[src/pkg/psm_pkg.sv]
// Package of constants and types for the printer sensor monitor
package psm_pkg;

    // ****************************************************************
    // Timing
    // ****************************************************************
    localparam int unsigned CLK_HZ          = 200_000_000;
    localparam int unsigned SENSE_CYCLE_US  = 2_727_000;   // 2.727 s sensing cycle
    localparam longint     SENSE_CYCLE_CYC  = longint'(SENSE_CYCLE_US) * longint'(CLK_HZ / 1_000_000);
    localparam int unsigned STUCK_CYCLES    = 2;           // Cycles without change before alarm
    localparam longint     STUCK_CYC_DFLT   = SENSE_CYCLE_CYC * longint'(STUCK_CYCLES);
    localparam int unsigned LONG_ENC_DFLT   = 1_000_000;   // Long-encounter threshold, in clocks
    localparam int unsigned DEBOUNCE_COUNT  = 2;           // Consecutive samples to change status
    localparam int unsigned CNT_W           = 40;

    // ****************************************************************
    // Cassette size codes
    // ****************************************************************
    typedef enum logic [3:0] {
        PSM_SIZE_UNKNOWN,
        PSM_SIZE_LETTER,
        PSM_SIZE_EXECUTIVE,
        PSM_SIZE_A4,
        PSM_SIZE_LEGAL14,
        PSM_SIZE_LEGAL13,
        PSM_SIZE_B5,
        PSM_SIZE_A5,
        PSM_SIZE_A6_UNSUPPORTED
    } psm_size_t;

    // Switch patterns, first switch in bit 3
    localparam logic [3:0] SW_LETTER    = 4'h7;
    localparam logic [3:0] SW_EXECUTIVE = 4'h5;
    localparam logic [3:0] SW_A4        = 4'h3;
    localparam logic [3:0] SW_LEGAL14   = 4'he;
    localparam logic [3:0] SW_LEGAL13   = 4'hb;
    localparam logic [3:0] SW_B5        = 4'hd;
    localparam logic [3:0] SW_A5        = 4'hc;
    localparam logic [3:0] SW_A6        = 4'h9;

endpackage

[src/pkg/psm_toner_if.sv]
// Interface carrying toner samples from the classifier to the monitor core
`timescale 1ns/10ps
interface psm_toner_if;
    logic sample_valid;
    logic sample_low;
    logic stuck;

    modport src (
        output sample_valid,
        output sample_low,
        output stuck
    );
    modport dst (
        input  sample_valid,
        input  sample_low,
        input  stuck
    );
endinterface

[src/hw/psm_monitor.sv]
// Top of the printer sensor monitor: cover, toner, stacker and cassette size
//
// Functional notes
// - Cover switch off raises cover-open notice
// - Long magnet encounter means low-toner sample
// - Toner low set after two low samples
// - Toner low cleared after two full samples
// - Alarm if toner sensor unchanged two cycles
// - Toner monitoring frozen while drum stopped
// - Stacker-full sensor raises stacker-full inhibit
// - Latch size switches on cassette insertion
// - Decode switch patterns to paper sizes
`timescale 1ns/10ps
module psm_monitor #(
    parameter longint LONG_ENC  = longint'(psm_pkg::LONG_ENC_DFLT),
    parameter longint STUCK_CYC = psm_pkg::STUCK_CYC_DFLT
) (
    input  wire logic               ref_clk,
    input  wire logic               rst,
    input  wire logic               cover_switch_on,
    input  wire logic               toner_magnet,
    input  wire logic               drum_running,
    input  wire logic               stacker_full_sensor,
    input  wire logic               cassette_present,
    input  wire logic               size_switch_first,
    input  wire logic               size_switch_second,
    input  wire logic               size_switch_third,
    input  wire logic               size_switch_fourth,
    output logic                    cover_open_notice,
    output logic                    toner_low,
    output logic                    toner_sensor_alarm,
    output logic                    stacker_full,
    output logic                    size_valid,
    output psm_pkg::psm_size_t      size_code
);

    // ****************************************************************
    // Size decode
    // ****************************************************************
    function automatic psm_pkg::psm_size_t decode_size(input logic [3:0] sw);
        psm_pkg::psm_size_t r;
        r = psm_pkg::PSM_SIZE_UNKNOWN;
        case (sw)
            psm_pkg::SW_LETTER:    r = psm_pkg::PSM_SIZE_LETTER;
            psm_pkg::SW_EXECUTIVE: r = psm_pkg::PSM_SIZE_EXECUTIVE;
            psm_pkg::SW_A4:        r = psm_pkg::PSM_SIZE_A4;
            psm_pkg::SW_LEGAL14:   r = psm_pkg::PSM_SIZE_LEGAL14;
            psm_pkg::SW_LEGAL13:   r = psm_pkg::PSM_SIZE_LEGAL13;
            psm_pkg::SW_B5:        r = psm_pkg::PSM_SIZE_B5;
            psm_pkg::SW_A5:        r = psm_pkg::PSM_SIZE_A5;
            psm_pkg::SW_A6:        r = psm_pkg::PSM_SIZE_A6_UNSUPPORTED;
            default:               r = psm_pkg::PSM_SIZE_UNKNOWN;
        endcase
        return r;
    endfunction

    // ****************************************************************
    // Toner sampling
    // ****************************************************************
    psm_toner_if toner_bus ();

    psm_toner_sampler #(
        .LONG_ENC  (LONG_ENC),
        .STUCK_CYC (STUCK_CYC)
    ) u_sampler (
        .ref_clk      (ref_clk),
        .rst          (rst),
        .toner_magnet (toner_magnet),
        .drum_running (drum_running),
        .smp          (toner_bus)
    );

    // ****************************************************************
    // Status registers
    // ****************************************************************
    // Every status output comes from a flop so the control logic never
    // sees a glitch from a bouncing switch within one clock.
    logic       cover_open_q;
    logic       stacker_full_q;
    logic       toner_low_q;
    logic [1:0] run_cnt_q;
    logic       present_q;
    logic       size_valid_q;
    psm_pkg::psm_size_t size_q;

    // ****************************************************************
    // Cover and stacker
    // ****************************************************************
    always_ff @(posedge ref_clk or posedge rst) begin
        if (rst) begin
            cover_open_q   <= 1'b0;
            stacker_full_q <= 1'b0;
        end else begin
            cover_open_q   <= !cover_switch_on;
            stacker_full_q <= stacker_full_sensor;
        end
    end

    // ****************************************************************
    // Toner low debounce
    // ****************************************************************
    // Counts consecutive samples that disagree with the current status;
    // a sample that agrees breaks the run, so single outliers never flip it.
    // Samples only arrive with the drum turning; a halt keeps the run count,
    // so a run may straddle a stop and still complete after it.
    always_ff @(posedge ref_clk or posedge rst) begin
        if (rst) begin
            toner_low_q <= 1'b0;
            run_cnt_q   <= '0;
        end else if (drum_running && toner_bus.sample_valid) begin
            if (toner_bus.sample_low == toner_low_q) begin
                run_cnt_q <= '0;
            end else if (run_cnt_q + 2'(1) >= 2'(psm_pkg::DEBOUNCE_COUNT)) begin
                toner_low_q <= toner_bus.sample_low;
                run_cnt_q   <= '0;
            end else begin
                run_cnt_q <= run_cnt_q + 2'(1);
            end
        end
    end

    // ****************************************************************
    // Cassette size latch
    // ****************************************************************
    // The switches are read once, on insertion; later tab movement with
    // the cassette seated is ignored. A cassette already seated when reset
    // ends looks like a fresh insertion and is latched on the first edge.
    // Removal drops the code back to unknown so a stale size never stands.
    always_ff @(posedge ref_clk or posedge rst) begin
        if (rst) begin
            present_q    <= 1'b0;
            size_valid_q <= 1'b0;
            size_q       <= psm_pkg::PSM_SIZE_UNKNOWN;
        end else begin
            present_q <= cassette_present;
            if (cassette_present && !present_q) begin
                size_valid_q <= 1'b1;
                size_q       <= decode_size({size_switch_first, size_switch_second,
                                             size_switch_third, size_switch_fourth});
            end else if (!cassette_present) begin
                size_valid_q <= 1'b0;
                size_q       <= psm_pkg::PSM_SIZE_UNKNOWN;
            end
        end
    end

    // ****************************************************************
    // Output drive
    // ****************************************************************
    // Plain wiring only: no logic may sit between the flops and the pins.
    assign cover_open_notice  = cover_open_q;
    assign stacker_full       = stacker_full_q;
    assign toner_low          = toner_low_q;
    assign toner_sensor_alarm = toner_bus.stuck;
    assign size_valid         = size_valid_q;
    assign size_code          = size_q;
endmodule

[src/hw/psm_toner_sampler.sv]
// Toner sensor encounter timing, sample classification and stuck detection
`timescale 1ns/10ps
module psm_toner_sampler #(
    parameter longint LONG_ENC  = longint'(psm_pkg::LONG_ENC_DFLT),
    parameter longint STUCK_CYC = psm_pkg::STUCK_CYC_DFLT
) (
    input  wire logic  ref_clk,
    input  wire logic  rst,
    input  wire logic  toner_magnet,
    input  wire logic  drum_running,
    psm_toner_if.src   smp
);
    localparam int W = psm_pkg::CNT_W;

    logic         magnet_q;
    logic [W-1:0] enc_cnt_q;
    logic [W-1:0] idle_cnt_q;
    logic         valid_q;
    logic         low_q;
    logic         stuck_q;

    wire change = toner_magnet != magnet_q;

    // Last seen level; held while the drum stands so a halt looks like no change
    always_ff @(posedge ref_clk or posedge rst) begin
        if (rst) begin
            magnet_q <= 1'b0;
        end else if (drum_running) begin
            magnet_q <= toner_magnet;
        end
    end

    // Encounter length: counted while magnet seen, classified on its release
    always_ff @(posedge ref_clk or posedge rst) begin
        if (rst) begin
            enc_cnt_q <= '0;
            valid_q   <= 1'b0;
            low_q     <= 1'b0;
        end else begin
            valid_q <= 1'b0;
            if (drum_running) begin
                if (toner_magnet && !magnet_q) begin
                    enc_cnt_q <= W'(1);
                end else if (toner_magnet && enc_cnt_q != '1) begin
                    enc_cnt_q <= enc_cnt_q + W'(1);
                end else if (!toner_magnet && magnet_q) begin
                    valid_q <= 1'b1;
                    low_q   <= enc_cnt_q >= W'(LONG_ENC);
                end
            end
        end
    end

    // Stuck sensor: no edge for the full alarm time; clears on the next edge
    always_ff @(posedge ref_clk or posedge rst) begin
        if (rst) begin
            idle_cnt_q <= '0;
            stuck_q    <= 1'b0;
        end else if (drum_running) begin
            if (change) begin
                idle_cnt_q <= '0;
                stuck_q    <= 1'b0;
            end else if (idle_cnt_q >= W'(STUCK_CYC) - W'(1)) begin
                stuck_q <= 1'b1;
            end else begin
                idle_cnt_q <= idle_cnt_q + W'(1);
            end
        end
    end

    assign smp.sample_valid = valid_q;
    assign smp.sample_low   = low_q;
    assign smp.stuck        = stuck_q;
endmodule

[config.mk]
export PLATFORM = sky130hd
export DESIGN_NAME = psm_monitor
export DESIGN_NICKNAME = d
export VERILOG_FILES = /design/src/pkg/psm_pkg.sv /design/src/pkg/psm_toner_if.sv /design/src/hw/psm_monitor.sv /design/src/hw/psm_toner_sampler.sv
export SDC_FILE = /design/constraint.sdc
export NUM_CORES = 1
export LEC_CHECK = 0
export BUFFER_PORTS_ARGS = -buffer_cell sky130_fd_sc_hd__buf_2
export CORE_MARGIN = 3
export CORE_UTILIZATION = 45
export CTS_CLUSTER_DIAMETER = 120
export DETAILED_ROUTE_END_ITERATION = 10
export PLACE_DENSITY = 0.69
export SYNTH_ARGS = -nofsm -noshare
export SYNTH_HDL_FRONTEND = slang
export SYNTH_SLANG_ARGS = --single-unit
[constraint.sdc]
create_clock -name ref_clk -period 2.5 [get_ports ref_clk]
set_input_delay 0.25 -clock ref_clk [delete_from_list [all_inputs] [get_ports ref_clk]]
set_output_delay 0.25 -clock ref_clk [all_outputs]
set_load 0.005 [all_outputs]
Yosys cells after proc, flatten, opt, wreduce, memory -nomap -nowiden
Memory sizes are Yosys's and may differ from the RTL's.
Cells that the tools add are included.
Widths: inputs -> output; s select.
- register bits: 95
- ROM bits: 64
- input port bits: 11
- output and inout port bits: 9
- word-level logic and storage cells: 60
- memories kept: 1
- memory list (memory ; words ; width ; read ports ; clocked after memory_dff ; write ports ; line ; text):
    (name not given) ; 16 ; 4 ; 1 ; 0 ; 0 ; psm_monitor.sv:43 ; case (sw)
- $add $sub $neg: 3
- magnitude comparators: 3
- eq/ne operators: 5
- muxes and demuxes: 16
- bitwise gates (word level): 3
- reductions and logical operators: 16
- operators by type and width (operator ; number):
    $mux 40 ; 4
    $add 40x1->40 const B ; 2
    $ge 40x20->1 const B ; 1
    $ge 40x31->1 const B ; 1
    $ne 40x40->1 const B ; 1
    $mux 1 ; 8
    $mux 4 ; 2
    $reduce_and 2->1 ; 3
    $logic_and 1x1->1 ; 5
    $logic_not 1->1 ; 4
    $mux 2 ; 2
    $ne 2x1->1 const B ; 2
    $reduce_and 4->1 ; 1
    $reduce_bool 2->1 ; 2
    $not 1->1 ; 3
    $reduce_and 3->1 ; 1
    $add 2x1->2 const B ; 1
    $ge 2x2->1 const B ; 1
    $eq 1x1->1 ; 1
    $ne 1x1->1 ; 1

Longest topological paths before layout
Gate-level depths: netlist (run 1).
- word-level depth: 6
- depth in mapped cells: 12
- gate-level depth less buffers: 7

Modules after synthesis
A second synthesis (run 1) with hierarchy kept.
- cell total of the unflattened synthesis: 536
- area, all modules: 4953.5 µm²
- by module, submodules not included (module ; instances ; cells each ; area an instance (µm²) ; seq. area each (µm²)):
    psm_toner_sampler ; 1 ; 491 ; 4475.5 ; 2102.0
    psm_monitor ; 1 ; 45 ; 478.0 ; 275.3

Worst setup path before layout (run 1)
Ideal clock, no wire load.
- path kind: in2reg
- start point: input port toner_magnet
- end point: register u_sampler.idle_cnt_q[13]
- setup time: 78 ps
- arrival: 2539 ps
- setup slack: -117 ps
- stages on the path: 11
- buffers on the path: 4
- path through: clkbuf_1 inv_1 ha_1 clkbuf_1 and2_1 a221o_1 clkbuf_1 a21o_1 buf_6 or4_1 a21oi_1
- word-level cells in the longest chain between the ends: 3
- elaborated cells on any way between the ends: 4
- classes of those cells: 2 x eq/ne; 1 x mux; 1 x reduce/logical
- ends and longest elaborated chain (item ; line ; text):
    start, declared ; psm_monitor.sv:21 ; input wire logic toner_magnet,
    $ne 1x1->1 (*) ; psm_toner_sampler.sv:22 ; wire change = toner_magnet != magnet_q;
    $ne 2x1->1 (no source line) ; - ;
    $reduce_and 2->1 (no source line) ; - ;
    end signal, assigned ; psm_toner_sampler.sv:66 ; idle_cnt_q <= idle_cnt_q + W'(1);
    end, declared ; psm_toner_sampler.sv:17 ; logic [W-1:0] idle_cnt_q;
Every way passes the cells marked *; elsewhere a longest branch is shown, timed or not.
A chain may end at the register's enable or synchronous reset.

Worst setup path in the final report (run 1)
- start point: register u_sampler.idle_cnt_q[19]
- end point: register u_sampler.idle_cnt_q[19]
- word-level cells in the longest chain between the ends: 3
- elaborated cells on any way between the ends: 6
- classes of those cells: 1 x add/sub; 1 x order compare; 1 x eq/ne; 2 x mux; 1 x reduce/logical
- ends and longest elaborated chain (item ; line):
    $add 40x1->40 / $ge 40x31->1 (equally long branches) ; psm_toner_sampler.sv:66, psm_toner_sampler.sv:63
    $mux 40 / $ne 2x1->1 (equally long branches) ; -
    $mux 40 / $reduce_and 2->1 (equally long branches) ; -
Several ways; a longest one is shown, not always the timed one. The select of a mux whose other input is x is not followed.

==> results of run 1 <==
==> critical path, delay by kind of cell, from the launching register on <==
kind	cells	cell delay, ns
buffers and inverters	1	0.16
AND/OR/NAND/NOR	3	1.24
flip-flops	1	0.39
AO/OA/AOI/OAI	3	0.56
==> kinds of logic after synthesis <==
group,after synthesis
AND/OR/NAND/NOR,276
AO/OA/AOI/OAI,119
flip-flops,95
buffers and inverters,47
XOR/XNOR,30
adder cells (fa/ha/maj),6
multiplexers,4
==> registers in the layout (all words and copies together) (netlist names), 2 cells and up <==
signal,count
u_sampler.enc_cnt_q,40
run_cnt_q,2
u_sampler.idle_cnt_q,40
size_code,4
==> routing by layer <==
metal / routed length, µm / share of wire [%] / GRT usage (%) / up-vias
met5: 0 / 0 / 0 / -
met1: 5960 / 49 / 27.1 / 2273
met4: 185 / 1.5 / 7.68 / 0
met3: 351 / 2.9 / 3.18 / 15
li1: - / - / - / 2227
met2: 5650 / 47 / 31.5 / 80
==> timing repair <==
action | 4_1_cts | 5_1_grt
setup buffers | 0 | 2
resized for setup | 2 | 6
pin swaps | 0 | 6
setup endpoints to repair | 2 | 19
endpoints found under the hold margin | 25 | 0
hold buffers | 2 | 0
cloned | 0 | 1
==> worst min-delay path by stage <==
stage / from / end / depth (start not counted)
2_1_floorplan: cassette_present / present_q$_DFF_PP0_ / 0
3_3_place_gp: rst / cover_open_notice$_DFF_PP0_ / 2
3_5_place_dp: rst / cover_open_notice$_DFF_PP0_ / 2
4_1_cts: cover_switch_on / cover_open_notice$_DFF_PP0_ / 2
5_1_grt: cover_switch_on / cover_open_notice$_DFF_PP0_ / 2
6_report: cover_switch_on / cover_open_notice$_DFF_PP0_ / 2
==> power by group <==
| part | switching [mW] | total [mW] | internal [mW] |
|---|---|---|---|
| registers | 0.111 | 1.75 | 1.64 |
| logic | 0.258 | 0.447 | 0.189 |
| clock network | 0.571 | 1.30 | 0.727 |
| total | 0.940 | 3.50 | 2.56 |
==> final cells by class <==
class	count	area [µm²]	area share, %
Inverter	21	82.6	1.36
Clock inverter	3	17.5	0.289
Timing Repair Buffer	60	434	7.17
Tap cell	140	175	2.89
Sequential cell	95	2380	39.2
Multi-Input combinational cell	435	2710	44.7
Clock buffer	13	260	4.30
==> cells in the final DEF (no fill, tap or decap), types with 3 or more instances in the layout <==
| master | count |
|---|---|
| sky130_fd_sc_hd__and2_1 | 17 |
| sky130_fd_sc_hd__nor4_2 | 3 |
| sky130_fd_sc_hd__ha_1 | 6 |
| sky130_fd_sc_hd__xor2_1 | 20 |
| sky130_fd_sc_hd__o21ai_0 | 25 |
| sky130_fd_sc_hd__nor3b_1 | 3 |
| sky130_fd_sc_hd__nor4_1 | 12 |
| sky130_fd_sc_hd__xnor2_1 | 10 |
| sky130_fd_sc_hd__nand4_1 | 31 |
| sky130_fd_sc_hd__o211ai_1 | 5 |
| sky130_fd_sc_hd__nor3_1 | 15 |
| sky130_fd_sc_hd__or3_1 | 12 |
| sky130_fd_sc_hd__nor2_1 | 57 |
| sky130_fd_sc_hd__or4_1 | 10 |
| sky130_fd_sc_hd__nand2_1 | 48 |
| sky130_fd_sc_hd__nand3_1 | 29 |
| sky130_fd_sc_hd__o31ai_1 | 6 |
| sky130_fd_sc_hd__a21oi_1 | 31 |
| sky130_fd_sc_hd__buf_4 | 35 |
| sky130_fd_sc_hd__clkbuf_16 | 9 |
| sky130_fd_sc_hd__a211oi_1 | 5 |
| sky130_fd_sc_hd__o21a_1 | 3 |
| sky130_fd_sc_hd__nor2b_1 | 3 |
| sky130_fd_sc_hd__and3_1 | 17 |
| sky130_fd_sc_hd__a41oi_1 | 3 |
| sky130_fd_sc_hd__dfrtp_1 | 95 |
| sky130_fd_sc_hd__o41ai_1 | 3 |
| sky130_fd_sc_hd__a211o_1 | 4 |
| sky130_fd_sc_hd__inv_1 | 20 |
| sky130_fd_sc_hd__buf_2 | 20 |
| sky130_fd_sc_hd__nand2b_1 | 6 |
| sky130_fd_sc_hd__a221o_1 | 4 |
==> results.cfg, run 1 <==
[timing]
setup_violations = 0
finalHoldViolations = 0
fmaxAchievable_ghz = 0.412
rsz_0062_raised_after_global_routing = no
hold-worst-slack_ns = 0.0379
timing.slew.headroom_pct = 48.9
final_critical_path_setup_slack_ns = 0.0732
tns_ns = 0
finalClockSkew_ns = 0.00447
worst_slew_pin_slew_ns = 0.767
final.period_utilization_pct = 97.1
slew_viol_final = 0
timing.final.crit_period_ns = 2.43

[critical_path]
setup.worst_path.class = reg2reg
worstReg2RegStart = u_sampler.idle_cnt_q[19]$_DFFE_PP0P_
r2r_cells = 7
worst_setup_path_endpoint = u_sampler.idle_cnt_q[19]$_DFFE_PP0P_
worst-path-max-fanout = 12
critPathLaunchType = flip-flop
r2r_setup_slack_ns = 0.07
regToRegEndpoint = u_sampler.idle_cnt_q[19]$_DFFE_PP0P_
crit_arrival_ns = 2.69
crit_path_end_kind = flip-flop
critical_path.slowest_cell = sky130_fd_sc_hd__or4_4
critical_path_required_ns = 2.76
cp-startpoint = u_sampler.idle_cnt_q[19]$_DFFE_PP0P_
critical-path-max-stage-delay_ns = 0.55
cp_cell_sequence = or4_4, and4bb_2, o221ai_4, a21o_4, buf_4, or3_1, a21oi_1

[pwr]
p_leak_nw = 2.63
largest_voltage_drop_on_the_vdd_net_uv = 444
report.power.total_mw = 3.50
p_per_area_nw_per_um2 = 578

[status]
status = completed

[synth]
asyncSetResetFlopFracSynth_pct = 100
post_synthesis_mux_area_share_pct = 0.812
sequential_fraction_of_the_synthesis_area_pct = 45.4
postSynthAreaPerCell_um2 = 9.08
ys_top_cells_by_area = sky130_fd_sc_hd__dfrtp_1 (45%), sky130_fd_sc_hd__nor2_1 (4.1%), sky130_fd_sc_hd__nand4_1 (3.7%)
post_synth_xor_area_fraction_pct = 5.01
synth_fp_nets = 594
synth-edff-count = 0
ys.flop_type = sky130_fd_sc_hd__dfrtp_1
synth_compound_gate_area_share_pct = 15.7
synth_seq_cells = 95
netlist.top_cell.by_area = sky130_fd_sc_hd__dfrtp_1
synth_fa_ha_area_share_pct = 1.43
synth.most_common_cell = sky130_fd_sc_hd__dfrtp_1
syn-cell-area_um2 = 5240
netlist-cell-type-count = 61
yosys.area.top_type_share_pct = 45.4
syn_inst = 577
synth.cells.most_frequent = sky130_fd_sc_hd__dfrtp_1 (95), sky130_fd_sc_hd__nor2_1 (57), sky130_fd_sc_hd__nand2_1 (48)
synth_top_family_by_area = simple AND/OR/NAND/NOR gates
ys.warnings.count = 0
synthSimpleGateAreaFrac_pct = 28.2

[clock_tree]
clkSinkCount = 95
clk_root_buffer_cell = sky130_fd_sc_hd__clkbuf_16
cts_made_buffers = 9
cts_htree_levels = 3
clkTransAtPathRegs_ns = 0.06
clock_tree_buf_depth = 2
clock_latency_on_the_worst_skew_pair_ns = 0.34
cts_tree = built

[placed_design]
detailed_placer_s_ending_hpwl_um = 8490
place.detailed.instances = 746
place_area_um2 = 5700
final_weighted_congestion_in_routability_driven_placement = 0.913
place_ws_ns = -0.0140
io_buffers = 19

[final_layout]
fin_nets = 639
area_growth_pct = 15.6
final_area_um2 = 6060
fillerInstances = 1031
final_util_pct = 54.4
layout-drive-gt1-share_pct = 13.7
num_antenna_cells = 0
post_layout_cell_count = 767

[routing]
ant_nets = 0
drcViolationCount = 0
drt-initial-drc-count = 265
dr_total_vias = 4595
drt-wirelength-per-cell_um = 15.8
detail_route.wirelength_um = 12100
detail_route.vias_per_cell = 5.99
drt_pass1_iterations = 4

[global_route]
grt_antenna_before_repair = 0
globalRouteTotalUtil_pct = 19.8
grt_pass1_wl_um = 20800
via_count_of_the_first_global_routing_pass = 4396
grt_overflow = 0
grt_max_degree = 72

[die]
ioPinCount = 20
initial_utilization_pct = 47.1
fp.dieArea_um2 = 13000
horizontal_extent_of_the_die_um = 114
row_cnt = 38
core-area_um2 = 11100
floorplan.die.height_um = 114

[job]
maxCapViolations = 0

[worst_hold_path]
hold_crit_class = in2reg
Note: power is estimated with default switching activity, not from simulation.
==> inputs of run 2 (changes only) <==
--- a/config.mk
+++ b/config.mk
@@ -5,6 +5,7 @@
 export SDC_FILE = /design/constraint.sdc
 export NUM_CORES = 1
 export LEC_CHECK = 0
+export ABC_AREA = 1
 export BUFFER_PORTS_ARGS = -buffer_cell sky130_fd_sc_hd__buf_2
 export CORE_MARGIN = 3
 export CORE_UTILIZATION = 45
==> constraint.sdc (replaced) <==
create_clock -name ref_clk -period 2.5 [get_ports ref_clk]
set_input_delay 0.5 -clock ref_clk [delete_from_list [all_inputs] [get_ports ref_clk]]
set_output_delay 0.5 -clock ref_clk [all_outputs]
set_load 0.005 [all_outputs]
==> run 2 against run 1 <==
Largest cell class unchanged. Power decreased by 3.7%. Sequential power decreased by 6%. Area after synthesis increased by 22%. Highest routed layer unchanged.
==> results.cfg, run 2 <==
[global_route]
globalRouteTotalUtil_pct = 21.5
via_count_of_the_first_global_routing_pass = 5519
grt_max_degree = 47
grt_antenna_before_repair = 0
grt_overflow = 0
grt_pass1_wl_um = 27900

[timing]
finalHoldViolations = 0
worst_slew_pin_slew_ns = 0.784
rsz_0062_raised_after_global_routing = no
final.period_utilization_pct = 88.5
tns_ns = 0
slew_viol_final = 0
setup_violations = 0
timing.slew.headroom_pct = 47.6
fmaxAchievable_ghz = 0.452
finalClockSkew_ns = 0.0102
timing.final.crit_period_ns = 2.21

[synth]
sequential_fraction_of_the_synthesis_area_pct = 37.2
synth.cells.most_frequent = sky130_fd_sc_hd__nand2_1 (324), sky130_fd_sc_hd__nor2_1 (191), sky130_fd_sc_hd__nand3_1 (98)
ys_top_cells_by_area = sky130_fd_sc_hd__dfrtp_1 (37%), sky130_fd_sc_hd__nand2_1 (19%), sky130_fd_sc_hd__nor2_1 (11%)
synth-edff-count = 0
syn_inst = 978
ys.warnings.count = 0
netlist-cell-type-count = 32
netlist.top_cell.by_area = sky130_fd_sc_hd__dfrtp_1
syn-cell-area_um2 = 6380
asyncSetResetFlopFracSynth_pct = 100
synth_seq_cells = 95
synth.most_common_cell = sky130_fd_sc_hd__nand2_1
synth_fp_nets = 995
ys.flop_type = sky130_fd_sc_hd__dfrtp_1
yosys.area.top_type_share_pct = 37.2
postSynthAreaPerCell_um2 = 6.53

[die]
initial_utilization_pct = 47.1
floorplan.die.height_um = 125
row_cnt = 42
ioPinCount = 20
horizontal_extent_of_the_die_um = 125
core-area_um2 = 13600
fp.dieArea_um2 = 15700

[placed_design]
place.detailed.instances = 1161
detailed_placer_s_ending_hpwl_um = 12200
io_buffers = 19
final_weighted_congestion_in_routability_driven_placement = 0.942

[critical_path]
timing.critical_path.buf_inv = 1
critical_path_required_ns = 2.77
cp_cell_sequence = ha_1, nand2_1, nor2_4, nand3_1, nand2_1, nand3_1, nand4_1, buf_12, nand2_1, nor2_1
worst-path-max-fanout = 29
critPathLaunchType = flip-flop
crit_arrival_ns = 2.48
critical-path-max-stage-delay_ns = 0.44
setup.worst_path.class = reg2reg
critical-path-top-cell-by-count = sky130_fd_sc_hd__nand2_1
crit_path_end_kind = flip-flop
critical_path.slowest_cell = sky130_fd_sc_hd__dfrtp_1
worst_path_dominant_cell_family = simple AND/OR/NAND/NOR gates

[final_layout]
layout-drive-gt1-share_pct = 6.99
final_cell_mix = sky130_fd_sc_hd__nand2_1 (324), sky130_fd_sc_hd__nor2_1 (191), sky130_fd_sc_hd__nand3_1 (98), sky130_fd_sc_hd__dfrtp_1 (95), sky130_fd_sc_hd__inv_1 (75)
final_common_cell = sky130_fd_sc_hd__nand2_1
fillerInstances = 1374
num_antenna_cells = 0
area_growth_pct = 9.50
fin_nets = 1013
post_layout_cell_count = 1177

[clock_tree]
clk_root_buffer_cell = sky130_fd_sc_hd__clkbuf_16
holdBufCountCts = 0
cts_setup_buffers = 0
clock_latency_on_the_worst_skew_pair_ns = 0.35
cts_htree_levels = 3
clock_tree_buf_depth = 2
clkTransAtPathRegs_ns = 0.07
cts_tree = built
cts_made_buffers = 9
clkSinkCount = 95
ctsResizeCount = 0

[job]
maxCapViolations = 0

[pwr]
p_per_area_nw_per_um2 = 482
p_leak_nw = 3.15
largest_voltage_drop_on_the_vdd_net_uv = 363

[routing]
drt-wirelength-per-cell_um = 14.0
drcViolationCount = 0
detail_route.vias_per_cell = 5.23
dr_total_vias = 6157
drt_pass1_iterations = 6
ant_nets = 0
drt-initial-drc-count = 668
detail_route.wirelength_um = 16400

[status]
status = completed

[worst_hold_path]
hold_crit_class = in2reg
-- run 2: cell count changes in the layout (fill, tap and decap cells not counted), moves of 13 or more --
| cell | previous run | this run |
|---|---|---|
| sky130_fd_sc_hd__a21oi_1 | 31 | 9 |
| sky130_fd_sc_hd__and2_1 | 17 | 2 |
| sky130_fd_sc_hd__and3_1 | 17 | 0 |
| sky130_fd_sc_hd__buf_4 | 35 | 15 |
| sky130_fd_sc_hd__inv_1 | 20 | 75 |
| sky130_fd_sc_hd__nand2_1 | 48 | 324 |
| sky130_fd_sc_hd__nand3_1 | 29 | 98 |
| sky130_fd_sc_hd__nor2_1 | 57 | 191 |
| sky130_fd_sc_hd__o21ai_0 | 25 | 12 |
| sky130_fd_sc_hd__o21ai_1 | 0 | 25 |
| sky130_fd_sc_hd__xor2_1 | 20 | 33 |
-- run 2: area by class of cell --
| type | count | area, µm² | share of cell area (%) |
|---|---|---|---|
| repair buffers | 36 | 248 | 3.54 |
| well taps | 176 | 220 | 3.15 |
| multi-input cells | 773 | 3540 | 50.7 |
| inverters | 81 | 308 | 4.40 |
| clock inverters | 3 | 25.0 | 0.358 |
| flip-flops and latches | 95 | 2380 | 34.0 |
| clock buffers | 13 | 270 | 3.87 |
-- run 2: metrics by stage --
| stage | setup slack (ns) | power [mW] | instance area (µm²) | hold slack (ns) | utilization, % |
|---|---|---|---|---|---|
| 2_1_floorplan | 0.715 | 1.92 | 6390 | 0.460 | - |
| 3_3_place_gp | 0.336 | 2.02 | 6700 | 0.468 | 49.4 |
| 3_5_place_dp | 0.282 | 2.03 | 6700 | 0.481 | 49.4 |
| 4_1_cts | 0.265 | 3.40 | 6990 | 0.246 | 51.6 |
| 5_1_grt | 0.0243 | 3.53 | 6990 | 0.253 | 51.6 |
| 6_report | 0.287 | 3.37 | 6990 | 0.261 | 51.6 |
-- run 2: cells by family (layout without fill, tap and decap cells) --
logic type,count (synthesis),in the layout,synth area share [%]
fa+ha+maj,6,6,1.18
xor+xnor,40,40,5.49
simple gates,676,676,44.6
buf+inv,110,133,7.27
flops,95,95,37.2
compound gates,51,51,4.25
-- run 2: final timing paths --
kind | startpoint | to | slack, ns | depth (start not counted)
worst max-delay path | u_sampler.idle_cnt_q[0]$_DFFE_PP0P_ | u_sampler.idle_cnt_q[33]$_DFFE_PP0P_ | 0.29 | 10
worst min-delay path | stacker_full_sensor | stacker_full$_DFF_PP0_ | 0.26 | 1
worst max register to register | u_sampler.idle_cnt_q[0]$_DFFE_PP0P_ | u_sampler.idle_cnt_q[33]$_DFFE_PP0P_ | 0.29 | 10
worst min register to register | u_sampler.idle_cnt_q[32]$_DFFE_PP0P_ | u_sampler.idle_cnt_q[32]$_DFFE_PP0P_ | 0.49 | 2
max in group asynchronous | rst | u_sampler.smp.sample_valid$_DFF_PP0_ | 1.60 | 3
min in group asynchronous | rst | u_sampler.idle_cnt_q[11]$_DFFE_PP0P_ | 0.29 | 2
-- run 2: layer usage --
layer  GRT usage (%)  wire length [µm]
met5               0                 0
met3            2.94              1030
met2            30.5              6740
met4            6.25               250
met1            34.0              8410
-- run 2: where the power goes --
| part | internal (mW) | switching, mW |
|---|---|---|
| clock | 0.763 | 0.605 |
| combinational | 0.110 | 0.248 |
| sequential | 1.59 | 0.0541 |
| total | 2.46 | 0.907 |
==> inputs of run 3 (changes only) <==
--- a/config.mk
+++ b/config.mk
@@ -7,7 +7,7 @@
 export LEC_CHECK = 0
 export ABC_AREA = 1
 export BUFFER_PORTS_ARGS = -buffer_cell sky130_fd_sc_hd__buf_2
-export CORE_MARGIN = 3
+export CAP_MARGIN = 20
 export CORE_UTILIZATION = 45
 export CTS_CLUSTER_DIAMETER = 120
 export DETAILED_ROUTE_END_ITERATION = 10
==> run 3 against run 2 <==
Setup slack gained 0.065 ns. Wire length shrank 1.6%. Via count grew 0.23%. Critical endpoint is now u_sampler.enc_cnt_q[10]$_DFFE_PP0P_. Largest cell class unchanged.
==> results.cfg, run 3 (synthesis gave the netlist of run 2 again) <==
[routing]
detail_route.vias_per_cell = 5.23
drt-initial-drc-count = 526
drt-wirelength-per-cell_um = 13.7
ant_nets = 0
detail_route.wirelength_um = 16200
dr_total_vias = 6171
drt_pass1_iterations = 6
drcViolationCount = 0

[timing]
final_critical_path_setup_slack_ns = 0.352
final.period_utilization_pct = 85.9
finalClockSkew_ns = 0.00912
rsz_0062_raised_after_global_routing = no
timing.final.crit_period_ns = 2.15
timing.slew.headroom_pct = 64.0
finalHoldViolations = 0
tns_ns = 0
setup_violations = 0
worst_slew_pin_slew_ns = 0.540
slew_viol_final = 0
fmaxAchievable_ghz = 0.466

[critical_path]
r2r_cells = 11
crit_path_end_kind = flip-flop
critical_path_required_ns = 2.78
setup.worst_path.class = reg2reg
worst_path_dominant_cell_family = simple AND/OR/NAND/NOR gates
worst-path-max-fanout = 21
timing.critical_path.buf_inv = 1
critical_path.slowest_cell = sky130_fd_sc_hd__dfrtp_1
cp_num_cells = 11
critical-path-max-stage-delay_ns = 0.44
crit_arrival_ns = 2.43
cp_cell_sequence = ha_1, nand2_2, nor2_4, nand2_4, nor2_4, nand3_1, nand2_2, a21oi_4, buf_4, nand2_1, o21ai_1
critPathLaunchType = flip-flop

[final_layout]
num_antenna_cells = 0
area_growth_pct = 10.1
layout-drive-gt1-share_pct = 7.00
fillerInstances = 1403
final_area_um2 = 7030
fin_nets = 1013
final_common_cell = sky130_fd_sc_hd__nand2_1
post_layout_cell_count = 1180
final_cell_mix = sky130_fd_sc_hd__nand2_1 (324), sky130_fd_sc_hd__nor2_1 (191), sky130_fd_sc_hd__nand3_1 (98), sky130_fd_sc_hd__dfrtp_1 (95), sky130_fd_sc_hd__inv_1 (75)

[placed_design]
io_buffers = 19
detailed_placer_s_ending_hpwl_um = 11800
final_weighted_congestion_in_routability_driven_placement = 0.980
place_ws_ns = 0.170
place.detailed.instances = 1165
place_area_um2 = 6700

[clock_tree]
clk_root_buffer_cell = sky130_fd_sc_hd__clkbuf_16
cts_made_buffers = 9
cts_tree = built
clock_latency_on_the_worst_skew_pair_ns = 0.36
cts_setup_buffers = 0
clkTransAtPathRegs_ns = 0.07
clock_tree_buf_depth = 2
cts_htree_levels = 3
clkSinkCount = 95

[global_route]
grt_pass1_wl_um = 27700
via_count_of_the_first_global_routing_pass = 5497
grt_antenna_before_repair = 0
grt_max_degree = 96
grt_overflow = 0
globalRouteTotalUtil_pct = 23.9

[die]
initial_utilization_pct = 46.0
row_cnt = 43
horizontal_extent_of_the_die_um = 121
fp.dieArea_um2 = 14700
core-area_um2 = 13900
floorplan.die.height_um = 121
ioPinCount = 20

[pwr]
p_leak_nw = 3.17
p_per_area_nw_per_um2 = 503
largest_voltage_drop_on_the_vdd_net_uv = 352

[status]
status = completed

[job]
maxCapViolations = 0

[worst_hold_path]
timing.hold.worst_path_depth = 1
hold_crit_class = in2reg
-- run 3: layer usage --
layer | routed length, µm | track usage, %
met3 | 1100 | 3.81
met1 | 8100 | 37.5
met2 | 6680 | 33.0
met4 | 273 | 7.25
met5 | 0 | 0
-- run 3: path summary, 6_finish.rpt --
kind	startpoint	end	slack, ns
worst max-delay path	u_sampler.enc_cnt_q[0]$_DFFE_PP0P_	u_sampler.enc_cnt_q[10]$_DFFE_PP0P_	0.35
worst min-delay path	stacker_full_sensor	stacker_full$_DFF_PP0_	0.25
worst max register to register	u_sampler.enc_cnt_q[0]$_DFFE_PP0P_	u_sampler.enc_cnt_q[10]$_DFFE_PP0P_	0.35
worst min register to register	u_sampler.idle_cnt_q[32]$_DFFE_PP0P_	u_sampler.idle_cnt_q[32]$_DFFE_PP0P_	0.49
max in group asynchronous	rst	u_sampler.enc_cnt_q[38]$_DFFE_PP0P_	1.80
min in group asynchronous	rst	cover_open_notice$_DFF_PP0_	0.26
-- run 3: power by group --
group / switching, mW / internal (mW)
logic: 0.249 / 0.115
clock network: 0.649 / 0.883
registers: 0.0513 / 1.59
total: 0.949 / 2.59
-- run 3: through the flow --
stage | utilization [%] | hold slack [ns] | power [mW]
6_report | 50.6 | 0.249 | 3.54
5_1_grt | 50.6 | 0.246 | 3.70
4_1_cts | 50.6 | 0.239 | 3.57
3_5_place_dp | 48.3 | 0.483 | 2.04
3_3_place_gp | 48.3 | 0.474 | 2.03
2_1_floorplan | - | 0.460 | 1.92
-- run 3: timing repair --
action | in CTS | in global routing
resized for setup | 0 | 1
endpoints found under the setup margin | 0 | 15
hold buffers | 0 | 0
-- run 3: area by class of cell --
type	instances	area (µm²)	area share, %
Multi-Input combinational cell	773	3550	50.5
Sequential cell	95	2380	33.8
Inverter	81	308	4.38
Timing Repair Buffer	36	248	3.53
Clock buffer	9	225	3.20
Tap cell	180	225	3.20
Clock inverter	6	93.8	1.34
-- run 3: worst reg2reg max path: stages, from the launching register on --
cell and delay (ns):
sky130_fd_sc_hd__dfrtp_1 0.44, sky130_fd_sc_hd__ha_1 0.28, sky130_fd_sc_hd__nand2_2 0.11, sky130_fd_sc_hd__nor2_4 0.07, sky130_fd_sc_hd__nand2_4 0.10, sky130_fd_sc_hd__nor2_4 0.05, sky130_fd_sc_hd__nand3_1 0.10, sky130_fd_sc_hd__nand2_2 0.10
sky130_fd_sc_hd__a21oi_4 0.35, sky130_fd_sc_hd__buf_4 0.31, sky130_fd_sc_hd__nand2_1 0.08, sky130_fd_sc_hd__o21ai_1 0.07
